### config.mk
export PLATFORM = sky130hd
export DESIGN_NAME = ctxo_core
export DESIGN_NICKNAME = d
export VERILOG_FILES = /design/src/verilog/ctxo_pkg.sv /design/src/verilog/ctxo_agen.sv /design/src/verilog/ctxo_core.sv
export VERILOG_INCLUDE_DIRS = /design/src /design/src/verilog
export SDC_FILE = /design/constraint.sdc
export NUM_CORES = 1
export LEC_CHECK = 0
export BUFFER_PORTS_ARGS = -buffer_cell sky130_fd_sc_hd__buf_2
export CAP_MARGIN = 20
export CELL_PAD_IN_SITES_DETAIL_PLACEMENT = 0
export CELL_PAD_IN_SITES_GLOBAL_PLACEMENT = 1
export CORE_MARGIN = 5
export CORE_UTILIZATION = 48
export DETAILED_ROUTE_END_ITERATION = 10
export PLACE_DENSITY_LB_ADDON = 0.1
export SYNTH_ARGS = -nofsm -noshare
export SYNTH_HDL_FRONTEND = slang
export SYNTH_SLANG_ARGS = --single-unit
### constraint.sdc
create_clock -name clock_i -period 16.5 [get_ports clock_i]
set_input_delay 3.3 -clock clock_i [delete_from_list [all_inputs] [get_ports clock_i]]
set_output_delay 3.3 -clock clock_i [all_outputs]
set_load 0.1 [all_outputs]
### src/verilog/ctxo_params.svh
// constants for the transfer, exchange and condition code slice of the cpu core
// assumes one core clock; included by the package user files by bare name
// Behaviour
// - second index minus two loads stack pointer
// - second index and extension copy to first
// - second index and extension copy to third
// - third extension into low nibble, high cleared
// - third index minus two loads stack pointer
// - third index and extension copy to first
// - third index and extension copy to second
// - swap double accumulator with second index
// - swap double accumulator with third index
// - swap extra accumulator with first index
// - swap extra accumulator with second index
// - swap extra accumulator with third index
// - result mode updates flags, keeps extension field
// - stacked mode replaces all sixteen flag bits
// - extension mode updates only program extension
// - short indexed adds unsigned 8-bit offset
// - mid indexed adds signed 16-bit offset
// - long indexed adds signed 20-bit offset
// - word operand spans address and address plus one
`ifndef CTXO_PARAMS_SVH
`define CTXO_PARAMS_SVH
`define CTXO_OP_Y_S 16'h375e
`define CTXO_OP_Y_X 16'h274d
`define CTXO_OP_Y_Z 16'h276d
`define CTXO_OP_ZK_B 16'h37ae
`define CTXO_OP_Z_S 16'h376e
`define CTXO_OP_Z_X 16'h274e
`define CTXO_OP_Z_Y 16'h275e
`define CTXO_OP_D_Y 16'h37dc
`define CTXO_OP_D_Z 16'h37ec
`define CTXO_OP_E_X 16'h374c
`define CTXO_OP_E_Y 16'h375c
`define CTXO_OP_E_Z 16'h376c
`define CTXO_EXEC_CYCLES 2
`define CTXO_SP_ADJ 20'h00002
`define CTXO_WORD_STEP 20'h00001
`define CTXO_CC_TOP 15
`define CTXO_PK_MSB 3
`define CTXO_PK_LSB 0
`define CTXO_REG_D 4'h0
`define CTXO_REG_E 4'h1
`define CTXO_REG_IX 4'h2
`define CTXO_REG_IY 4'h3
`define CTXO_REG_IZ 4'h4
`define CTXO_REG_SP 4'h5
`define CTXO_REG_CCR 4'h6
`define CTXO_REG_EXT 4'h7
`define CTXO_REG_STAT 4'h8
`define CTXO_RST_WORD 16'h0000
`define CTXO_RST_EXT 4'h0
`endif

### src/verilog/ctxo_pkg.sv
// types shared by the core slice and its address generator
// assumes nothing beyond the parameter header
package ctxo_pkg;
  typedef enum logic {st_idle, st_exec} ctxo_st_e;
  typedef enum logic [3:0] {
    op_none,
    copy_second_index_to_stack,
    copy_second_to_first_index,
    copy_second_to_third_index,
    copy_third_ext_to_byte,
    copy_third_index_to_stack,
    copy_third_to_first_index,
    copy_third_to_second_index,
    swap_double_acc_second_index,
    swap_double_acc_third_index,
    swap_extra_acc_first_index,
    swap_extra_acc_second_index,
    swap_extra_acc_third_index
  } ctxo_op_e;
  typedef enum logic [1:0] {short_indexed_mode, mid_indexed_mode, long_indexed_mode} ctxo_ea_e;
  typedef enum logic [1:0] {cc_result, cc_stacked, cc_pk_only} ctxo_cc_e;
  typedef enum logic [1:0] {idx_first, idx_second, idx_third} ctxo_idx_e;
endpackage : ctxo_pkg

### src/verilog/ctxo_agen.sv
// indexed effective address generator, one cycle latency
// assumes base is the selected extension and index concatenated
`timescale 1ns/10ps
`include "ctxo_params.svh"

module ctxo_agen
(
  input wire logic clock_i,
  input wire logic rst_i,
  input wire logic req_i,
  input wire ctxo_pkg::ctxo_ea_e mode_i,
  input wire logic [19:0] base_i,
  input wire logic [19:0] off_i,
  input wire logic word_i,
  output logic [19:0] ea_o,
  output logic [19:0] next_o,
  output logic valid_o,
  output logic word_o
);
  logic [19:0] next_ea;

  always_comb
  begin
    unique case (mode_i)
      ctxo_pkg::short_indexed_mode: next_ea = base_i + {12'h000, off_i[7:0]};
      ctxo_pkg::mid_indexed_mode: next_ea = base_i + {{4{off_i[15]}}, off_i[15:0]};
      default: next_ea = base_i + off_i;
    endcase
  end

  always_ff @(posedge clock_i or posedge rst_i)
  begin
    if (rst_i)
    begin
      ea_o <= 20'h00000;
      next_o <= 20'h00000;
      valid_o <= 1'b0;
      word_o <= 1'b0;
    end
    else
    begin
      valid_o <= req_i;
      if (req_i)
      begin
        ea_o <= next_ea;
        // second byte of a word operand, wraps within the 20-bit space
        next_o <= next_ea + `CTXO_WORD_STEP;
        word_o <= word_i;
      end
    end
  end
endmodule : ctxo_agen

### src/verilog/ctxo_core.sv
// core slice: register transfers, exchanges, flag restore, indexed addressing
// assumes a fetch unit that offers opcodes only while busy_o is low
`timescale 1ns/10ps
`include "ctxo_params.svh"

module ctxo_core
(
  input wire logic clock_i,
  input wire logic rst_i,
  input wire logic instr_valid_i,
  input wire logic [15:0] opcode_i,
  output logic busy_o,
  output logic done_o,
  output logic illegal_o,
  input wire logic cc_upd_i,
  input wire ctxo_pkg::ctxo_cc_e cc_mode_i,
  input wire logic [15:0] alu_ccr_i,
  input wire logic [15:0] stack_ccr_i,
  input wire logic ea_req_i,
  input wire ctxo_pkg::ctxo_ea_e ea_mode_i,
  input wire ctxo_pkg::ctxo_idx_e ea_idx_i,
  input wire logic [19:0] ea_off_i,
  input wire logic ea_word_i,
  output logic [19:0] ea_o,
  output logic [19:0] ea_next_o,
  output logic ea_valid_o,
  output logic ea_word_o,
  input wire logic [3:0] reg_addr_i,
  input wire logic [15:0] reg_wdata_i,
  input wire logic reg_wr_i,
  input wire logic reg_rd_i,
  output logic [15:0] reg_rdata_o,
  output logic [15:0] ccr_o
);
  ctxo_pkg::ctxo_st_e state;
  ctxo_pkg::ctxo_op_e op;
  ctxo_pkg::ctxo_op_e dec;
  logic [1:0] cnt;
  logic [15:0] d, e, ix, iy, iz, sp, cond_code_reg;
  logic [3:0] xk, yk, zk, sk;
  logic [15:0] next_d, next_e, next_ix, next_iy, next_iz, next_sp;
  logic [3:0] next_xk, next_yk, next_zk, next_sk;
  logic [19:0] ea_base;
  logic [15:0] rd_val;
  logic take, commit, sw_wr;

  function automatic ctxo_pkg::ctxo_op_e decode(input logic [15:0] opc);
    case (opc)
      `CTXO_OP_Y_S: decode = ctxo_pkg::copy_second_index_to_stack;
      `CTXO_OP_Y_X: decode = ctxo_pkg::copy_second_to_first_index;
      `CTXO_OP_Y_Z: decode = ctxo_pkg::copy_second_to_third_index;
      `CTXO_OP_ZK_B: decode = ctxo_pkg::copy_third_ext_to_byte;
      `CTXO_OP_Z_S: decode = ctxo_pkg::copy_third_index_to_stack;
      `CTXO_OP_Z_X: decode = ctxo_pkg::copy_third_to_first_index;
      `CTXO_OP_Z_Y: decode = ctxo_pkg::copy_third_to_second_index;
      `CTXO_OP_D_Y: decode = ctxo_pkg::swap_double_acc_second_index;
      `CTXO_OP_D_Z: decode = ctxo_pkg::swap_double_acc_third_index;
      `CTXO_OP_E_X: decode = ctxo_pkg::swap_extra_acc_first_index;
      `CTXO_OP_E_Y: decode = ctxo_pkg::swap_extra_acc_second_index;
      `CTXO_OP_E_Z: decode = ctxo_pkg::swap_extra_acc_third_index;
      default: decode = ctxo_pkg::op_none;
    endcase
  endfunction : decode

  // stack pointer lands two below the source so the next push hits its word
  function automatic logic [19:0] sp_load(input logic [3:0] k, input logic [15:0] r);
    sp_load = {k, r} - `CTXO_SP_ADJ;
  endfunction : sp_load

  assign dec = decode(opcode_i);
  assign take = (state == ctxo_pkg::st_idle) && instr_valid_i;
  assign commit = (state == ctxo_pkg::st_exec) && (cnt == 2'h0);
  // software writes are refused mid-instruction so operands stay stable
  assign sw_wr = (state == ctxo_pkg::st_idle) && reg_wr_i;

  always_ff @(posedge clock_i or posedge rst_i)
  begin
    if (rst_i)
    begin
      state <= ctxo_pkg::st_idle;
      op <= ctxo_pkg::op_none;
      cnt <= 2'h0;
    end
    else
    begin
      unique case (state)
        ctxo_pkg::st_idle:
        begin
          if (take && dec != ctxo_pkg::op_none)
          begin
            state <= ctxo_pkg::st_exec;
            op <= dec;
            cnt <= 2'(`CTXO_EXEC_CYCLES - 2);
          end
        end
        ctxo_pkg::st_exec:
        begin
          if (cnt == 2'h0)
            state <= ctxo_pkg::st_idle;
          else
            cnt <= cnt - 2'h1;
        end
      endcase
    end
  end

  always_ff @(posedge clock_i or posedge rst_i)
  begin
    if (rst_i)
    begin
      busy_o <= 1'b0;
      done_o <= 1'b0;
      illegal_o <= 1'b0;
    end
    else
    begin
      busy_o <= (take && dec != ctxo_pkg::op_none) || (state == ctxo_pkg::st_exec && cnt != 2'h0);
      done_o <= commit;
      illegal_o <= take && dec == ctxo_pkg::op_none;
    end
  end

  always_comb
  begin
    next_d = d;
    next_e = e;
    next_ix = ix;
    next_iy = iy;
    next_iz = iz;
    next_sp = sp;
    next_xk = xk;
    next_yk = yk;
    next_zk = zk;
    next_sk = sk;
    if (commit)
    begin
      case (op)
        ctxo_pkg::copy_second_index_to_stack: {next_sk, next_sp} = sp_load(yk, iy);
        ctxo_pkg::copy_second_to_first_index: {next_xk, next_ix} = {yk, iy};
        ctxo_pkg::copy_second_to_third_index: {next_zk, next_iz} = {yk, iy};
        ctxo_pkg::copy_third_ext_to_byte: next_d[7:0] = {4'h0, zk};
        ctxo_pkg::copy_third_index_to_stack: {next_sk, next_sp} = sp_load(zk, iz);
        ctxo_pkg::copy_third_to_first_index: {next_xk, next_ix} = {zk, iz};
        ctxo_pkg::copy_third_to_second_index: {next_yk, next_iy} = {zk, iz};
        ctxo_pkg::swap_double_acc_second_index:
        begin
          next_d = iy;
          next_iy = d;
        end
        ctxo_pkg::swap_double_acc_third_index:
        begin
          next_d = iz;
          next_iz = d;
        end
        ctxo_pkg::swap_extra_acc_first_index:
        begin
          next_e = ix;
          next_ix = e;
        end
        ctxo_pkg::swap_extra_acc_second_index:
        begin
          next_e = iy;
          next_iy = e;
        end
        ctxo_pkg::swap_extra_acc_third_index:
        begin
          next_e = iz;
          next_iz = e;
        end
        default: ;
      endcase
    end
    else if (sw_wr)
    begin
      case (reg_addr_i)
        `CTXO_REG_D: next_d = reg_wdata_i;
        `CTXO_REG_E: next_e = reg_wdata_i;
        `CTXO_REG_IX: next_ix = reg_wdata_i;
        `CTXO_REG_IY: next_iy = reg_wdata_i;
        `CTXO_REG_IZ: next_iz = reg_wdata_i;
        `CTXO_REG_SP: next_sp = reg_wdata_i;
        `CTXO_REG_EXT: {next_sk, next_zk, next_yk, next_xk} = reg_wdata_i;
        default: ;
      endcase
    end
  end

  always_ff @(posedge clock_i or posedge rst_i)
  begin
    if (rst_i)
    begin
      d <= `CTXO_RST_WORD;
      e <= `CTXO_RST_WORD;
    end
    else
    begin
      d <= next_d;
      e <= next_e;
    end
  end

  always_ff @(posedge clock_i or posedge rst_i)
  begin
    if (rst_i)
    begin
      {ix, iy, iz} <= {3{`CTXO_RST_WORD}};
      {xk, yk, zk} <= {3{`CTXO_RST_EXT}};
    end
    else
    begin
      {ix, iy, iz} <= {next_ix, next_iy, next_iz};
      {xk, yk, zk} <= {next_xk, next_yk, next_zk};
    end
  end

  always_ff @(posedge clock_i or posedge rst_i)
  begin
    if (rst_i)
    begin
      sp <= `CTXO_RST_WORD;
      sk <= `CTXO_RST_EXT;
    end
    else
    begin
      sp <= next_sp;
      sk <= next_sk;
    end
  end

  // flags move only on an update request (result, stacked or extension mode) or a software write, never on a
  // transfer or swap; an update beats a software write in the same cycle
  always_ff @(posedge clock_i or posedge rst_i)
  begin
    if (rst_i)
      cond_code_reg <= `CTXO_RST_WORD;
    else if (cc_upd_i)
    begin
      unique case (cc_mode_i)
        ctxo_pkg::cc_result:
          cond_code_reg[`CTXO_CC_TOP:`CTXO_PK_MSB+1] <= alu_ccr_i[`CTXO_CC_TOP:`CTXO_PK_MSB+1];
        ctxo_pkg::cc_stacked: cond_code_reg <= stack_ccr_i;
        default: cond_code_reg[`CTXO_PK_MSB:`CTXO_PK_LSB] <= stack_ccr_i[`CTXO_PK_MSB:`CTXO_PK_LSB];
      endcase
    end
    else if (sw_wr && reg_addr_i == `CTXO_REG_CCR)
      cond_code_reg <= reg_wdata_i;
  end

  always_ff @(posedge clock_i or posedge rst_i)
  begin
    if (rst_i)
      ccr_o <= `CTXO_RST_WORD;
    else
      ccr_o <= cond_code_reg;
  end

  always_comb
  begin
    case (reg_addr_i)
      `CTXO_REG_D: rd_val = d;
      `CTXO_REG_E: rd_val = e;
      `CTXO_REG_IX: rd_val = ix;
      `CTXO_REG_IY: rd_val = iy;
      `CTXO_REG_IZ: rd_val = iz;
      `CTXO_REG_SP: rd_val = sp;
      `CTXO_REG_CCR: rd_val = cond_code_reg;
      `CTXO_REG_EXT: rd_val = {sk, zk, yk, xk};
      `CTXO_REG_STAT: rd_val = {15'h0000, state == ctxo_pkg::st_exec};
      default: rd_val = 16'h0000;
    endcase
  end

  always_ff @(posedge clock_i or posedge rst_i)
  begin
    if (rst_i)
      reg_rdata_o <= 16'h0000;
    else
      reg_rdata_o <= reg_rd_i ? rd_val : 16'h0000;
  end

  always_comb
  begin
    unique case (ea_idx_i)
      ctxo_pkg::idx_second: ea_base = {yk, iy};
      ctxo_pkg::idx_third: ea_base = {zk, iz};
      default: ea_base = {xk, ix};
    endcase
  end

  ctxo_agen u_agen
  (
    .clock_i(clock_i),
    .rst_i(rst_i),
    .req_i(ea_req_i),
    .mode_i(ea_mode_i),
    .base_i(ea_base),
    .off_i(ea_off_i),
    .word_i(ea_word_i),
    .ea_o(ea_o),
    .next_o(ea_next_o),
    .valid_o(ea_valid_o),
    .word_o(ea_word_o)
  );
endmodule : ctxo_core

==> results.md <==
- First-pass GRT wire length: 72900 microns
- Clk_lat worst skew: 540 ps
- Warning count from the yosys run: 0
- Syn_nets: 1648
- Ant diodes: 0
- H-tree depth: 1
- Adder-cell share of the synthesized area: 2.50%
- WHS Path Cells: 0
- Final setup TNS: 0 ps
- Initial antenna violation count: 1
- Die span in y: 176 microns
- Met3 routed WL: 4840 microns
- Drc violations: 0
- Postcts setup bufs: 0
- CP Class: input port to register
- # rows: 61
- Gr usage total: 30.0%
- Post-synthesis mux area share: 3.44%
- Root Driver: clkbuf_16
- Synth Area in Compound Gates: 31.4%
- Wirelength per Cell: 23.9 microns
- Hold endpoint: ccr_o[12]
- Actual slew at the worst max-slew pin: 1240 ps
- Pin count of the biggest net entering global routing: 99
- Status: complete, no violations
- Largest area contributor in the netlist: dfrtp_1
- Xor-xnor portion of the synthesized cell area: 4.08%
- PortBufs: 174
- RSZ-0062 raised after global routing: false
- Syn Area/Cell: 8.75 sq um
- Via count: 12.8k
- Yosys cell types: 64
- Area Overhead vs Synth: 14.9%
- Worst Setup SP: ea_idx_i[0]
- Synth cell count leaders: 212 x dfrtp_1, 177 x nand2_1, 128 x clkbuf_1, 122 x a21oi_1, 113 x o21ai_0
- CTS sink count: 212
- Largest regs: u_agen.ea_o x20, u_agen.next_o x20
- Post-synth ARST share: 100%
- CTS resizes: 0
- Fin area: 15300 sq um
- Share of cells above drive strength 1: 17.9%
- Maximum fanout along the worst path: 37
- CTS tree: built
- CTS Hold Bufs: 0
- Largest family of logic cells by synthesized area: compound AO/OA/AOI/OAI gates
- Slew headroom: 17.2%
- Post-Syn Instances: 1520
- Post-synth EDFFs: 0
- CTS max path bufs: 3
- Seq cells post-synth: 212
- Dpl ws: 8420 ps
- Gpl congestion: 0.896
- Vias in the first global route: 11.9k
- Post-synthesis sequential area ratio: 39.9%
- Placed cells: 1955
- Met1 WL: 20800 microns
- WP data arrival: 8050 ps
- Initial DRT Pass Iterations: 5
- Synth Flop Type: dfrtp_1
- Max-Cap Viols: 0
- Synth area leaders: dfrtp_1 40%, nand2_1 5.0%, a221o_1 4.9%, a21oi_1 4.6%, a22oi_1 4.6%
- Top Metal Used: met5
- Critical Path RT: 16910 ps
- Setup slack after layout: 8860 ps
- I/O pin count: 179
- Total congestion overflow: 0
- Antenna viol nets, final: 0
- CTS buffer count: 24
- Nature of the critical path startpoint: input port
- Area of the die: 31100 sq um
- Most numerous cell in the Yosys netlist: dfrtp_1
- Hold wc startpoint: cond_code_reg[12]
- R2R depth: 12
- Layout Nets: 1734
- Critical R2R Launch: iz[0]
- Simple logic cell fraction of the synthesized area: 14.1%
- Die span in x: 176 microns
- Pwr dens: 141 nW/um^2
- Core Footprint: 27600 sq um
- Post-Place Cell Area: 14400 sq um
- Post-Layout Cell Count: 2002
- R2R Path End: u_agen.next_o[15]
- Met2 wire len: 20600 microns
- Clock Skew: 17.4 ps
- Post-Route WL: 47900 microns
- Pins Over Slew Limit: 0
- Maximum vdd drop: 0.105 mV
- Synth Cell Area: 13300 sq um
- Post-route minimum period: 7640 ps
- Effective utilization at floorplan: 48.3%
- Worst setup EP type: register
- Clock transition at the registers of the reported paths: 60 ps
- HPWL Detailed: 31400 microns
- Via/cell ratio: 6.41
- Number of setup violations in the final report: 0
- R2R Setup Slk: 11780 ps
- Iteration-0 DRC Markers: 1412
- Fin crit share: 46.3%
- Achievable Freq: 0.131 GHz
- LEAKAGE: 0.00632 uW
- Class of the worst hold path: register to register
- Post-synth top area share: 39.9%
- Fin. Hold Viols: 0
placed cells by master (no fill, tap or decap), types with 31 or more instances in the layout:
cell	n
xnor2_1	32
a22oi_1	81
nand2_1	176
dfrtp_1	212
o31ai_1	31
nor2_1	99
o21a_1	55
o21ai_0	112
buf_2	174
a221o_1	65
a21oi_1	120
worst max-delay path by stage:
stage / end / slack, ps / depth (start not counted)
2_1_floorplan: busy_o / 7410 / 1
3_3_place_gp: u_agen.next_o[15] / 8520 / 14
3_5_place_dp: u_agen.next_o[15] / 8420 / 14
4_1_cts: u_agen.next_o[15] / 8970 / 14
5_1_grt: u_agen.next_o[16] / 8560 / 14
6_report: u_agen.next_o[15] / 8860 / 14
metal layers:
layer / vias to the layer above / track usage, %
met3: 119 / 6.08
met4: 2 / 9.25
li1: 5870 / -
met1: 6215 / 44.4
met2: 631 / 44.4
met5: - / 0
power by group:
group          internal [uW]  switching [uW]  total, uW
clock                    333             226        560
combinational            205             611        816
sequential               634             148        781
total                   1170             985       2160
logic make-up after synthesis:
logic type	Yosys count
muxes	43
xor gates and xnor gates	62
and+or+nand+nor	411
DFF	212
buffers and inverters	159
AOI/OAI and AO/OA	607
adders and majority gates	26
through the flow:
| stage | total power (uW) | utilization (%) | hold WS [ps] |
|---|---|---|---|
| floorplan | 1410 | - | 374 |
| global placement | 1590 | 52.3 | 412 |
| detailed placement | 1600 | 52.3 | 415 |
| CTS | 2160 | 55.3 | 429 |
| global route | 2260 | 55.5 | 454 |
| finish | 2160 | 55.5 | 430 |
critical path: stages:
cell,delay (ps)
buf_2,100
inv_1,50
ha_1,440
buf_4,430
o21ai_0,330
fa_1,490
a211oi_1,630
o21ai_1,280
xor2_1,400
nand4_1,310
nor3b_1,500
nand3_1,200
or3_1,350
a31o_2,230
layout make-up:
class | instances | area [sq um]
fillers | 2549 | 12300
multi-input cells | 1149 | 7520
flip-flops and latches | 212 | 5310
repair buffers | 200 | 1100
clock buffers | 33 | 676
well taps | 378 | 473
clock inverters | 11 | 135
inverters | 19 | 78.8
Note: power is estimated with default switching activity, not from simulation.
